`src/hw/lsm_pkg.sv`:
```
// light sensor measurement control: shared constants and types
// Operation
// - nine ranges, automatic by default, manual selectable
// - twelve conversion times, 600 us to 800 ms
// - power-up in shutdown, no conversions
// - 4-bit sample counter from 0, wraps after 15
// - check bits refreshed with each result
// - newest result plus three shadows, shift on new
// - interrupt each measurement or every fourth
// - separate low and high thresholds and flags
// - flags set after programmed consecutive faults
// - mode 0: no conversion, bus still answers
// - mode 3: back-to-back conversions, interrupt each or every fourth
// - one-shot: register write or pin edge triggers
// - mode 1: trigger resets auto range, 500 us
// - mode 2: auto range keeps previous history
// - register-triggered one-shot clears mode when done
// - triggers during a conversion are ignored
package lsm_pkg;
    localparam logic [7:0]  ADR_CTRL   = 8'h00;
    localparam logic [7:0]  ADR_THR_LO = 8'h04;
    localparam logic [7:0]  ADR_THR_HI = 8'h08;
    localparam logic [7:0]  ADR_STATUS = 8'h0C;
    localparam logic [7:0]  ADR_MASK   = 8'h10;
    localparam logic [7:0]  ADR_RES0   = 8'h20;
    localparam int          F_MODE     = 0;
    localparam int          F_RANGE    = 2;
    localparam int          F_CONV     = 6;
    localparam int          F_INT_DIR  = 10;
    localparam int          F_INT_CFG  = 11;
    localparam int          F_FCNT     = 12;
    localparam logic [31:0] CTRL_RST   = 32'h0000_0030;
    localparam logic [31:0] CTRL_WMASK = 32'h0000_3FFF;
    localparam logic [3:0]  RANGE_MAX  = 4'h8;
    localparam logic [3:0]  CONV_LAST  = 4'hB;
    localparam int          ST_DONE    = 0;
    localparam int          ST_FLO     = 1;
    localparam int          ST_FHI     = 2;
    localparam int          CLK_MHZ        = 40;
    localparam int          T_CONV_MIN_US  = 600;
    localparam int          T_CONV_MAX_US  = 800000;
    localparam int          T_ARST_US      = 500;
    localparam int          CONV_MIN_CYC   = T_CONV_MIN_US * CLK_MHZ;
    localparam int          CONV_MAX_CYC   = T_CONV_MAX_US * CLK_MHZ;
    localparam int          ARST_CYC       = T_ARST_US * CLK_MHZ;
    localparam int          MANT_W     = 20;
    localparam int          CODE_W     = 28;
    localparam int          TMR_W      = 26;
    typedef struct packed {
        logic [3:0]        expo;
        logic [MANT_W-1:0] mant;
        logic [3:0]        cnt;
        logic [3:0]        crc;
    } lsm_res_s;
    typedef enum logic [2:0] {
        S_IDLE = 3'b001,
        S_ARST = 3'b010,
        S_CONV = 3'b100
    } lsm_state_e;
endpackage : lsm_pkg

```
`src/hw/lsm_top.sv`:
```
// light sensor measurement sequencer with classic wishbone register slave
//
// The placing of the registers and the Wishbone interface to the registers were decided locally.
`timescale 1ns/10ps
module lsm_top
    import lsm_pkg::*;
#(
    parameter int CONV_MIN = CONV_MIN_CYC,
    parameter int CONV_MAX = CONV_MAX_CYC,
    parameter int ARST     = ARST_CYC
) (
    input  wire logic              clk_i,
    input  wire logic              rst_i,
    input  wire logic [7:0]        adr_i,
    input  wire logic [31:0]       dat_i,
    output logic      [31:0]       dat_o,
    input  wire logic              we_i,
    input  wire logic [3:0]        sel_i,
    input  wire logic              cyc_i,
    input  wire logic              stb_i,
    output logic                   ack_o,
    input  wire logic [CODE_W-1:0] light_code_i,
    input  wire logic              int_i,
    output logic                   int_o,
    output logic                   int_oe_o,
    output logic                   irq_o
);
    lsm_state_e        st_q;
    logic [TMR_W-1:0]  tmr_q;
    logic [31:0]       ctrl_q, thr_lo_q, thr_hi_q, dat_q;
    logic [2:0]        sts_q, msk_q;
    logic              ack_q, wr_trig_q, reg_trig_q, int_oe_q;
    logic              int_s1, int_s2, int_s3;
    logic [CODE_W-1:0] code_s1, code_s2;
    logic [3:0]        rng_q, cnt_q, flo_cnt_q, fhi_cnt_q;
    lsm_res_s          res_q [4];
    logic              acc, wr, rd, start, pin_fall, done_p, auto_rng, sat;
    logic [1:0]        mode;
    logic [3:0]        expo, need;
    logic [CODE_W-1:0] shifted, lin;
    logic [MANT_W-1:0] mant;
    logic [31:0]       wdat, rdata;
    lsm_res_s          new_res;

    // twelve conversion lengths
    // conversion length: doubles per step from the shortest, last step is the longest
    function automatic logic [TMR_W-1:0] conv_len(input logic [3:0] k);
        if (k >= CONV_LAST) begin
            return TMR_W'(CONV_MAX);
        end
        return TMR_W'(CONV_MIN) << k;
    endfunction : conv_len

    function automatic logic [3:0] crc4(input logic [27:0] d);
        logic [3:0] c;
        c = 4'h0;
        for (int i = 0; i < 7; i++) begin
            c = c ^ d[i*4 +: 4];
        end
        return c;
    endfunction : crc4

    // wishbone: ack one cycle after the request, writes and read side effects at the ack edge
    assign acc = cyc_i & stb_i & ack_q;
    assign wr  = acc & we_i;
    assign rd  = acc & ~we_i;
    always_comb begin
        for (int b = 0; b < 4; b++) begin
            wdat[b*8 +: 8] = sel_i[b] ? dat_i[b*8 +: 8] : ctrl_q[b*8 +: 8];
        end
    end

    always_comb begin
        rdata = 32'h0000_0000;
        case (adr_i)
            ADR_CTRL:      rdata = ctrl_q;
            ADR_THR_LO:    rdata = thr_lo_q;
            ADR_THR_HI:    rdata = thr_hi_q;
            ADR_STATUS:    rdata = {29'h0, sts_q};
            ADR_MASK:      rdata = {29'h0, msk_q};
            ADR_RES0:      rdata = res_q[0];
            ADR_RES0 + 8'h04: rdata = res_q[1];
            ADR_RES0 + 8'h08: rdata = res_q[2];
            ADR_RES0 + 8'h0C: rdata = res_q[3];
            default:       rdata = 32'h0000_0000;
        endcase
    end

    always_ff @(posedge clk_i) begin
        if (rst_i) begin
            ack_q <= 1'b0;
            dat_q <= 32'h0000_0000;
        end else begin
            ack_q <= cyc_i & stb_i & ~ack_q;
            if (cyc_i & stb_i & ~ack_q) begin
                dat_q <= rdata;
            end
        end
    end
    assign ack_o = ack_q;
    assign dat_o = dat_q;

    always_ff @(posedge clk_i) begin
        if (rst_i) begin
            thr_lo_q <= 32'h0000_0000;
            thr_hi_q <= 32'h0FFF_FFFF;
            msk_q    <= 3'h0;
        end else if (wr) begin
            if (adr_i == ADR_THR_LO) begin
                thr_lo_q <= {4'h0, dat_i[CODE_W-1:0]};
            end
            if (adr_i == ADR_THR_HI) begin
                thr_hi_q <= {4'h0, dat_i[CODE_W-1:0]};
            end
            if (adr_i == ADR_MASK) begin
                msk_q <= dat_i[2:0];
            end
        end
    end

    always_ff @(posedge clk_i) begin
        if (rst_i) begin
            ctrl_q    <= CTRL_RST;
            wr_trig_q <= 1'b0;
        end else begin
            wr_trig_q <= 1'b0;
            if (wr && adr_i == ADR_CTRL) begin
                ctrl_q    <= wdat & CTRL_WMASK;
                wr_trig_q <= (wdat[1:0] == 2'h1) || (wdat[1:0] == 2'h2);
            end else if (done_p && reg_trig_q) begin
                ctrl_q[F_MODE +: 2] <= 2'h0;
            end
        end
    end
    assign mode     = ctrl_q[F_MODE +: 2];
    assign auto_rng = ctrl_q[F_RANGE +: 4] > RANGE_MAX;
    assign need     = 4'h1 << ctrl_q[F_FCNT +: 2];

    // external inputs cross in through two flops; the front end holds its code steady
    always_ff @(posedge clk_i) begin
        if (rst_i) begin
            {int_s1, int_s2, int_s3} <= 3'b111;
            code_s1 <= '0;
            code_s2 <= '0;
        end else begin
            {int_s1, int_s2, int_s3} <= {int_i, int_s1, int_s2};
            code_s1 <= light_code_i;
            code_s2 <= code_s1;
        end
    end

    // trigger by write or pin edge
    assign pin_fall = ~ctrl_q[F_INT_DIR] & ~int_s2 & int_s3;
    assign start    = (mode == 2'h3) || ((mode != 2'h0) && (wr_trig_q || pin_fall));
    assign done_p   = (st_q == S_CONV) && (tmr_q == TMR_W'(1)) && (mode != 2'h0);

    always_ff @(posedge clk_i) begin
        if (rst_i) begin
            st_q       <= S_IDLE;
            tmr_q      <= '0;
            reg_trig_q <= 1'b0;
        end else begin
            case (st_q)
                S_IDLE: begin
                    if (start) begin
                        reg_trig_q <= wr_trig_q && mode != 2'h3;
                        if (mode == 2'h1) begin
                            st_q  <= S_ARST;
                            tmr_q <= TMR_W'(ARST);
                        end else begin
                            st_q  <= S_CONV;
                            tmr_q <= conv_len(ctrl_q[F_CONV +: 4]);
                        end
                    end
                end
                S_ARST: begin
                    tmr_q <= tmr_q - TMR_W'(1);
                    if (mode == 2'h0) begin
                        st_q <= S_IDLE;
                    end else if (tmr_q == TMR_W'(1)) begin
                        st_q  <= S_CONV;
                        tmr_q <= conv_len(ctrl_q[F_CONV +: 4]);
                    end
                end
                S_CONV: begin
                    tmr_q <= tmr_q - TMR_W'(1);
                    if (mode == 2'h0 || tmr_q == TMR_W'(1)) begin
                        st_q <= S_IDLE;
                    end
                end
                default: st_q <= S_IDLE;
            endcase
        end
    end

    assign expo    = auto_rng ? rng_q : ctrl_q[F_RANGE +: 4];
    assign shifted = code_s2 >> expo;
    assign sat     = |shifted[CODE_W-1:MANT_W];
    assign mant    = sat ? {MANT_W{1'b1}} : shifted[MANT_W-1:0];
    assign lin     = CODE_W'(mant) << expo;
    always_comb begin
        new_res      = '0;
        new_res.expo = expo;
        new_res.mant = mant;
        new_res.cnt  = cnt_q;
        new_res.crc  = crc4({expo, mant, cnt_q});
    end

    always_ff @(posedge clk_i) begin
        if (rst_i) begin
            rng_q <= 4'h0;
        end else if (st_q == S_IDLE && start && mode == 2'h1) begin
            rng_q <= 4'h0;
        end else if (done_p) begin
            if ((sat || mant[MANT_W-1]) && rng_q < RANGE_MAX) begin
                rng_q <= rng_q + 4'h1;
            end else if (mant[MANT_W-1 -: 2] == 2'h0 && rng_q != 4'h0) begin
                rng_q <= rng_q - 4'h1;
            end
        end
    end

    // one update for the whole set
    always_ff @(posedge clk_i) begin
        if (rst_i) begin
            cnt_q <= 4'h0;
        end else if (done_p) begin
            cnt_q <= cnt_q + 4'h1;
        end
    end

    for (genvar i = 0; i < 4; i++) begin : g_hist
        always_ff @(posedge clk_i) begin
            if (rst_i) begin
                res_q[i] <= '0;
            end else if (done_p) begin
                res_q[i] <= (i == 0) ? new_res : res_q[(i == 0) ? 0 : i - 1];
            end
        end
    end

    always_ff @(posedge clk_i) begin
        if (rst_i) begin
            flo_cnt_q <= 4'h0;
            fhi_cnt_q <= 4'h0;
        end else if (done_p) begin
            flo_cnt_q <= (lin < thr_lo_q[CODE_W-1:0])
                       ? flo_cnt_q + {3'h0, flo_cnt_q < 4'h8} : 4'h0;
            fhi_cnt_q <= (lin > thr_hi_q[CODE_W-1:0])
                       ? fhi_cnt_q + {3'h0, fhi_cnt_q < 4'h8} : 4'h0;
        end
    end

    // sticky status: only bits already returned by the read are cleared, so a new event wins
    always_ff @(posedge clk_i) begin
        if (rst_i) begin
            sts_q <= 3'h0;
        end else begin
            sts_q <= (sts_q & ~((rd && adr_i == ADR_STATUS) ? dat_q[2:0] : 3'h0))
                   | {done_p && (lin > thr_hi_q[CODE_W-1:0]) && (fhi_cnt_q + 4'h1 >= need),
                      done_p && (lin < thr_lo_q[CODE_W-1:0]) && (flo_cnt_q + 4'h1 >= need),
                      done_p};
        end
    end
    assign irq_o = |(sts_q & msk_q);

    always_ff @(posedge clk_i) begin
        if (rst_i) begin
            int_oe_q <= 1'b0;
        end else begin
            int_oe_q <= done_p && ctrl_q[F_INT_DIR]
                        && (!ctrl_q[F_INT_CFG] || cnt_q[1:0] == 2'h3);
        end
    end
    // open drain: only ever pulls low
    assign int_o    = 1'b0;
    assign int_oe_o = int_oe_q;
endmodule : lsm_top

```
`config.mk`:
```
export PLATFORM = sky130hd
export DESIGN_NAME = lsm_top
export DESIGN_NICKNAME = d
export VERILOG_FILES = /design/src/hw/lsm_pkg.sv /design/src/hw/lsm_top.sv
export SDC_FILE = /design/constraint.sdc
export NUM_CORES = 1
export LEC_CHECK = 0
export BUFFER_PORTS_ARGS = -buffer_cell sky130_fd_sc_hd__buf_2
export CAP_MARGIN = 20
export CORE_ASPECT_RATIO = 1.4
export CORE_MARGIN = 2
export CORE_UTILIZATION = 26
export CTS_CLUSTER_SIZE = 8
export DETAILED_ROUTE_END_ITERATION = 7
export GPL_TIMING_DRIVEN = 0
export SLEW_MARGIN = 20
export SYNTH_ARGS = -nofsm -noshare
export SYNTH_HDL_FRONTEND = slang
export SYNTH_SLANG_ARGS = --single-unit
```
`constraint.sdc`:
```
create_clock -name clk_i -period 7.76 [get_ports clk_i]
set_clock_uncertainty 0.2 [all_clocks]
set_input_delay 0.776 -clock clk_i [delete_from_list [all_inputs] [get_ports clk_i]]
set_output_delay 0.776 -clock clk_i [all_outputs]
set_load 0.02 [all_outputs]
```
==> results_dict.tcl <==
set metrics [dict create \
    p_int_mw 3.232 \
    run_status "finished with violations" \
    h-tree-depth 2 \
    dr.first_iter.drc_count 1571 \
    maxSlewViolCount 0 \
    tritoncts "done" \
    arrival_ps 7450 \
    syn_inst 2030 \
    peakVddDrop_uv 164.1 \
    drcViolationCount 2 \
    die_h_um 319.4 \
    fill_cells 7417 \
    synth_edf_count 128 \
    hp-class "in -> reg" \
    drive_gt1_share_pct 10.23 \
    ys_warn_count 0 \
    crit_path_end_kind "flop" \
    rsz0062_at_grt "no" \
    synth-seq-area-share_pct 44.22 \
    crit_type "reg -> reg" \
    io_buffers 106 \
    core_um2 70360 \
    clkSinkCount 344 \
    clockRootBuffer "clkbuf_16" \
    seq_area_um2 8168 \
    max_freq_mhz 139.7 \
    stdcell_count 3162 \
    synth_top_area_share_pct 23.41 \
    rows 115 \
    yosys.area.top_type "dfxtp_1" \
    cp.required_ps 8050 \
    synth_common_cells "dfxtp_1, nand2_1, nor2_1" \
    p_clk_share_pct 46.8 \
    dieArea_um2 73210 \
    power_frac_comb_pct 8.3 \
    tightest_slew_ps 1142 \
    synth_nets 2181 \
    violations "DRC" \
    grt_pass1_vias 16090 \
    synth_area_leaders "dfxtp_1, edfxtp_1, ha_1" \
    wl_mm 64.89 \
    synthArstFlopShare_pct 0 \
    grt_use_total_pct 17.38 \
    powerDensity_nw_per_um2 198.6 \
    seqPwrFrac_pct 45.0 \
    hold_violations 0 \
    synth_area_um2 18470 \
    dp_worst_setup_slack_ps 666.3 \
    synth.distinct_cells 84 \
    cts_buffers 49 \
    post-route-min-period_ps 7157 \
    hold_buffers 0 \
    final_area_um2 21640 \
    cp-start-kind "flop" \
    routedWlPerCell_um 20.52 \
    grt_max_degree 80 \
    place_congestion 0.9188 \
    placed_area_um2 20220 \
    layout_setup_ws_ps 603.2 \
    ys.flop_type "dfxtp_1" \
    netSwitchingFraction_pct 24.82 \
    clk_pin_slew_ps 50 \
    grt.overflow.total 0 \
    net-switching-power_mw 1.067 \
    critPathMaxFanout 10 \
    start_util_pct 26.25 \
    period_share_pct 92.23 \
    worstSkewPairLatency_ps 600 \
    dp.cells 3074 \
    slew_headroom_pct 23.84 \
    cts.repair.resized 0 \
    power_leakage_nw 8.720 \
    antenna_left 0 \
    boundaryPins 114 \
    finalSetupViolCount 0 \
    area_growth_syn_to_layout_pct 17.19 \
    via_count 16290 \
    avgSynthCellArea_um2 9.098 \
    synth_seq_cells 344 \
    post-cts-setup-buffer-count 0 \
    hpwl_mm 51.07 \
    final_nets 2340 \
    grt_pass1_wl_mm 97.92 \
    multiInputGateArea_um2 9418 \
    viasPerCell 5.150 \
    final_util_pct 30.76 \
    maxCapViolations 0 \
    cts_buffer_depth 3 \
    firstDrtPassIters 8 \
    antenna_found_initial 9 \
    die_w_um 229.3 \
]
placed cells by master, fill, tap and decap left out, drive strengths merged, types with 45 or more instances in the layout:
| cell type | netlist | final |
|---|---|---|
| ha | 72 | 72 |
| a21oi | 175 | 175 |
| edfxtp | 128 | 128 |
| nand2 | 218 | 218 |
| and3 | 109 | 109 |
| o21ai | 64 | 64 |
| nor2b | 66 | 66 |
| inv | 77 | 78 |
| dfxtp | 216 | 216 |
| buf | 29 | 137 |
| mux2i | 74 | 74 |
| clkbuf | 116 | 194 |
| nor2 | 178 | 178 |
| nand3 | 45 | 45 |
critical path: stages (launching register included):
cell	delay (ps)
dfxtp_1	610
mux2i_4	200
nor2_1	200
buf_2	310
mux2i_1	290
a21oi_1	170
nand4bb_1	380
nand2_1	220
clkbuf_1	410
a22o_1	360
mux2i_1	140
mux2i_1	270
nor2_1	70
a21o_1	200
a221o_1	410
ha_1	310
a21o_1	190
a21o_1	170
a21oi_1	130
nor2b_1	50
o21ai_0	140
nand2b_1	80
a21o_1	220
a211oi_1	420
o311ai_0	210
nand3_1	340
nor3_1	110
a22o_1	220
flip-flops by register name, indices dropped and copies added, names as in the netlist:
| name | cells |
|---|---|
| thr_lo_q | 28 |
| rng_q | 4 |
| code_s1 | 28 |
| int_s3 | 1 |
| code_s2 | 28 |
| wr_trig_q | 1 |
| reg_trig_q | 1 |
| msk_q | 3 |
| int_s2 | 1 |
| ack_o | 1 |
| int_oe_o | 1 |
| tmr_q | 26 |
| int_s1 | 1 |
| flo_cnt_q | 4 |
| fhi_cnt_q | 4 |
| st_q | 3 |
| thr_hi_q | 28 |
| res_q | 128 |
| sts_q | 3 |
| cnt_q | 4 |
| ctrl_q | 14 |
| dat_o | 32 |
path summary, 6_finish.rpt:
path                     startpoint                   endpoint  slack, ps  cells past startpoint
max          ctrl_q[2]$_SDFFE_PP0P_  fhi_cnt_q[0]$_SDFFE_PP0P_        600                     27
min                 light_code_i[3]      code_s1[3]$_SDFF_PP0_        190                      2
max reg2reg  ctrl_q[2]$_SDFFE_PP0P_  fhi_cnt_q[0]$_SDFFE_PP0P_        600                     27
min reg2reg       int_s1$_SDFF_PP1_          int_s2$_SDFF_PP1_        210                      1
per-layer routing:
| layer | vias up | track usage (%) | share of wire (%) |
|---|---|---|---|
| met5 | - | 0 | 0.025 |
| met4 | 4 | 9.553 | 5.7 |
| met3 | 174 | 2.548 | 5.9 |
| met2 | 618 | 30.93 | 50 |
| met1 | 7753 | 19.87 | 39 |
| li1 | 7736 | - | - |
power by group through the flow:
stage	Combinational [mW]	Clock [mW]	Sequential, mW
final	0.356	2.01	1.93
after detailed placement	0.352	0	1.97
after CTS	0.354	2.04	1.93
after floorplan	0.222	0	1.96
after global placement	0.349	0	1.97
after global routing	0.385	2.11	1.94
area by class of cell:
type,instances,share of cell area (%)
Sequential cell,344,37.74
Clock inverter,3,0.2023
Multi-Input combinational cell,1464,43.51
Antenna cell,7,0.08093
Timing Repair Buffer,108,2.601
Clock buffer,78,6.313
Tap cell,936,5.411
Inverter,77,1.370
Buffer,145,2.775
metrics by stage:
step	hold WS, ps	setup TNS (ps)	power, mW
after CTS	166.3	0	4.329
final	194.6	0	4.299
after floorplan	189.5	0	2.184
after detailed placement	194.0	0	2.320
after global placement	194.4	-143.9	2.321
after global routing	182.0	0	4.430
logic make-up (layout without fill, tap and decap cells):
| logic type | Yosys count | count (layout) | share of synthesized area, % |
|---|---|---|---|
| AO/OA/AOI/OAI | 507 | 507 | 18.75 |
| XOR/XNOR | 41 | 41 | 1.944 |
| adder cells (fa/ha/maj) | 74 | 74 | 5.040 |
| buffers and inverters | 222 | 411 | 4.817 |
| flip-flops | 344 | 344 | 44.22 |
| multiplexers | 91 | 91 | 5.359 |
| other | 1 | 8 | 0.02030 |
| AND/OR/NAND/NOR | 750 | 750 | 19.84 |
(Power assumes the default switching activity.)
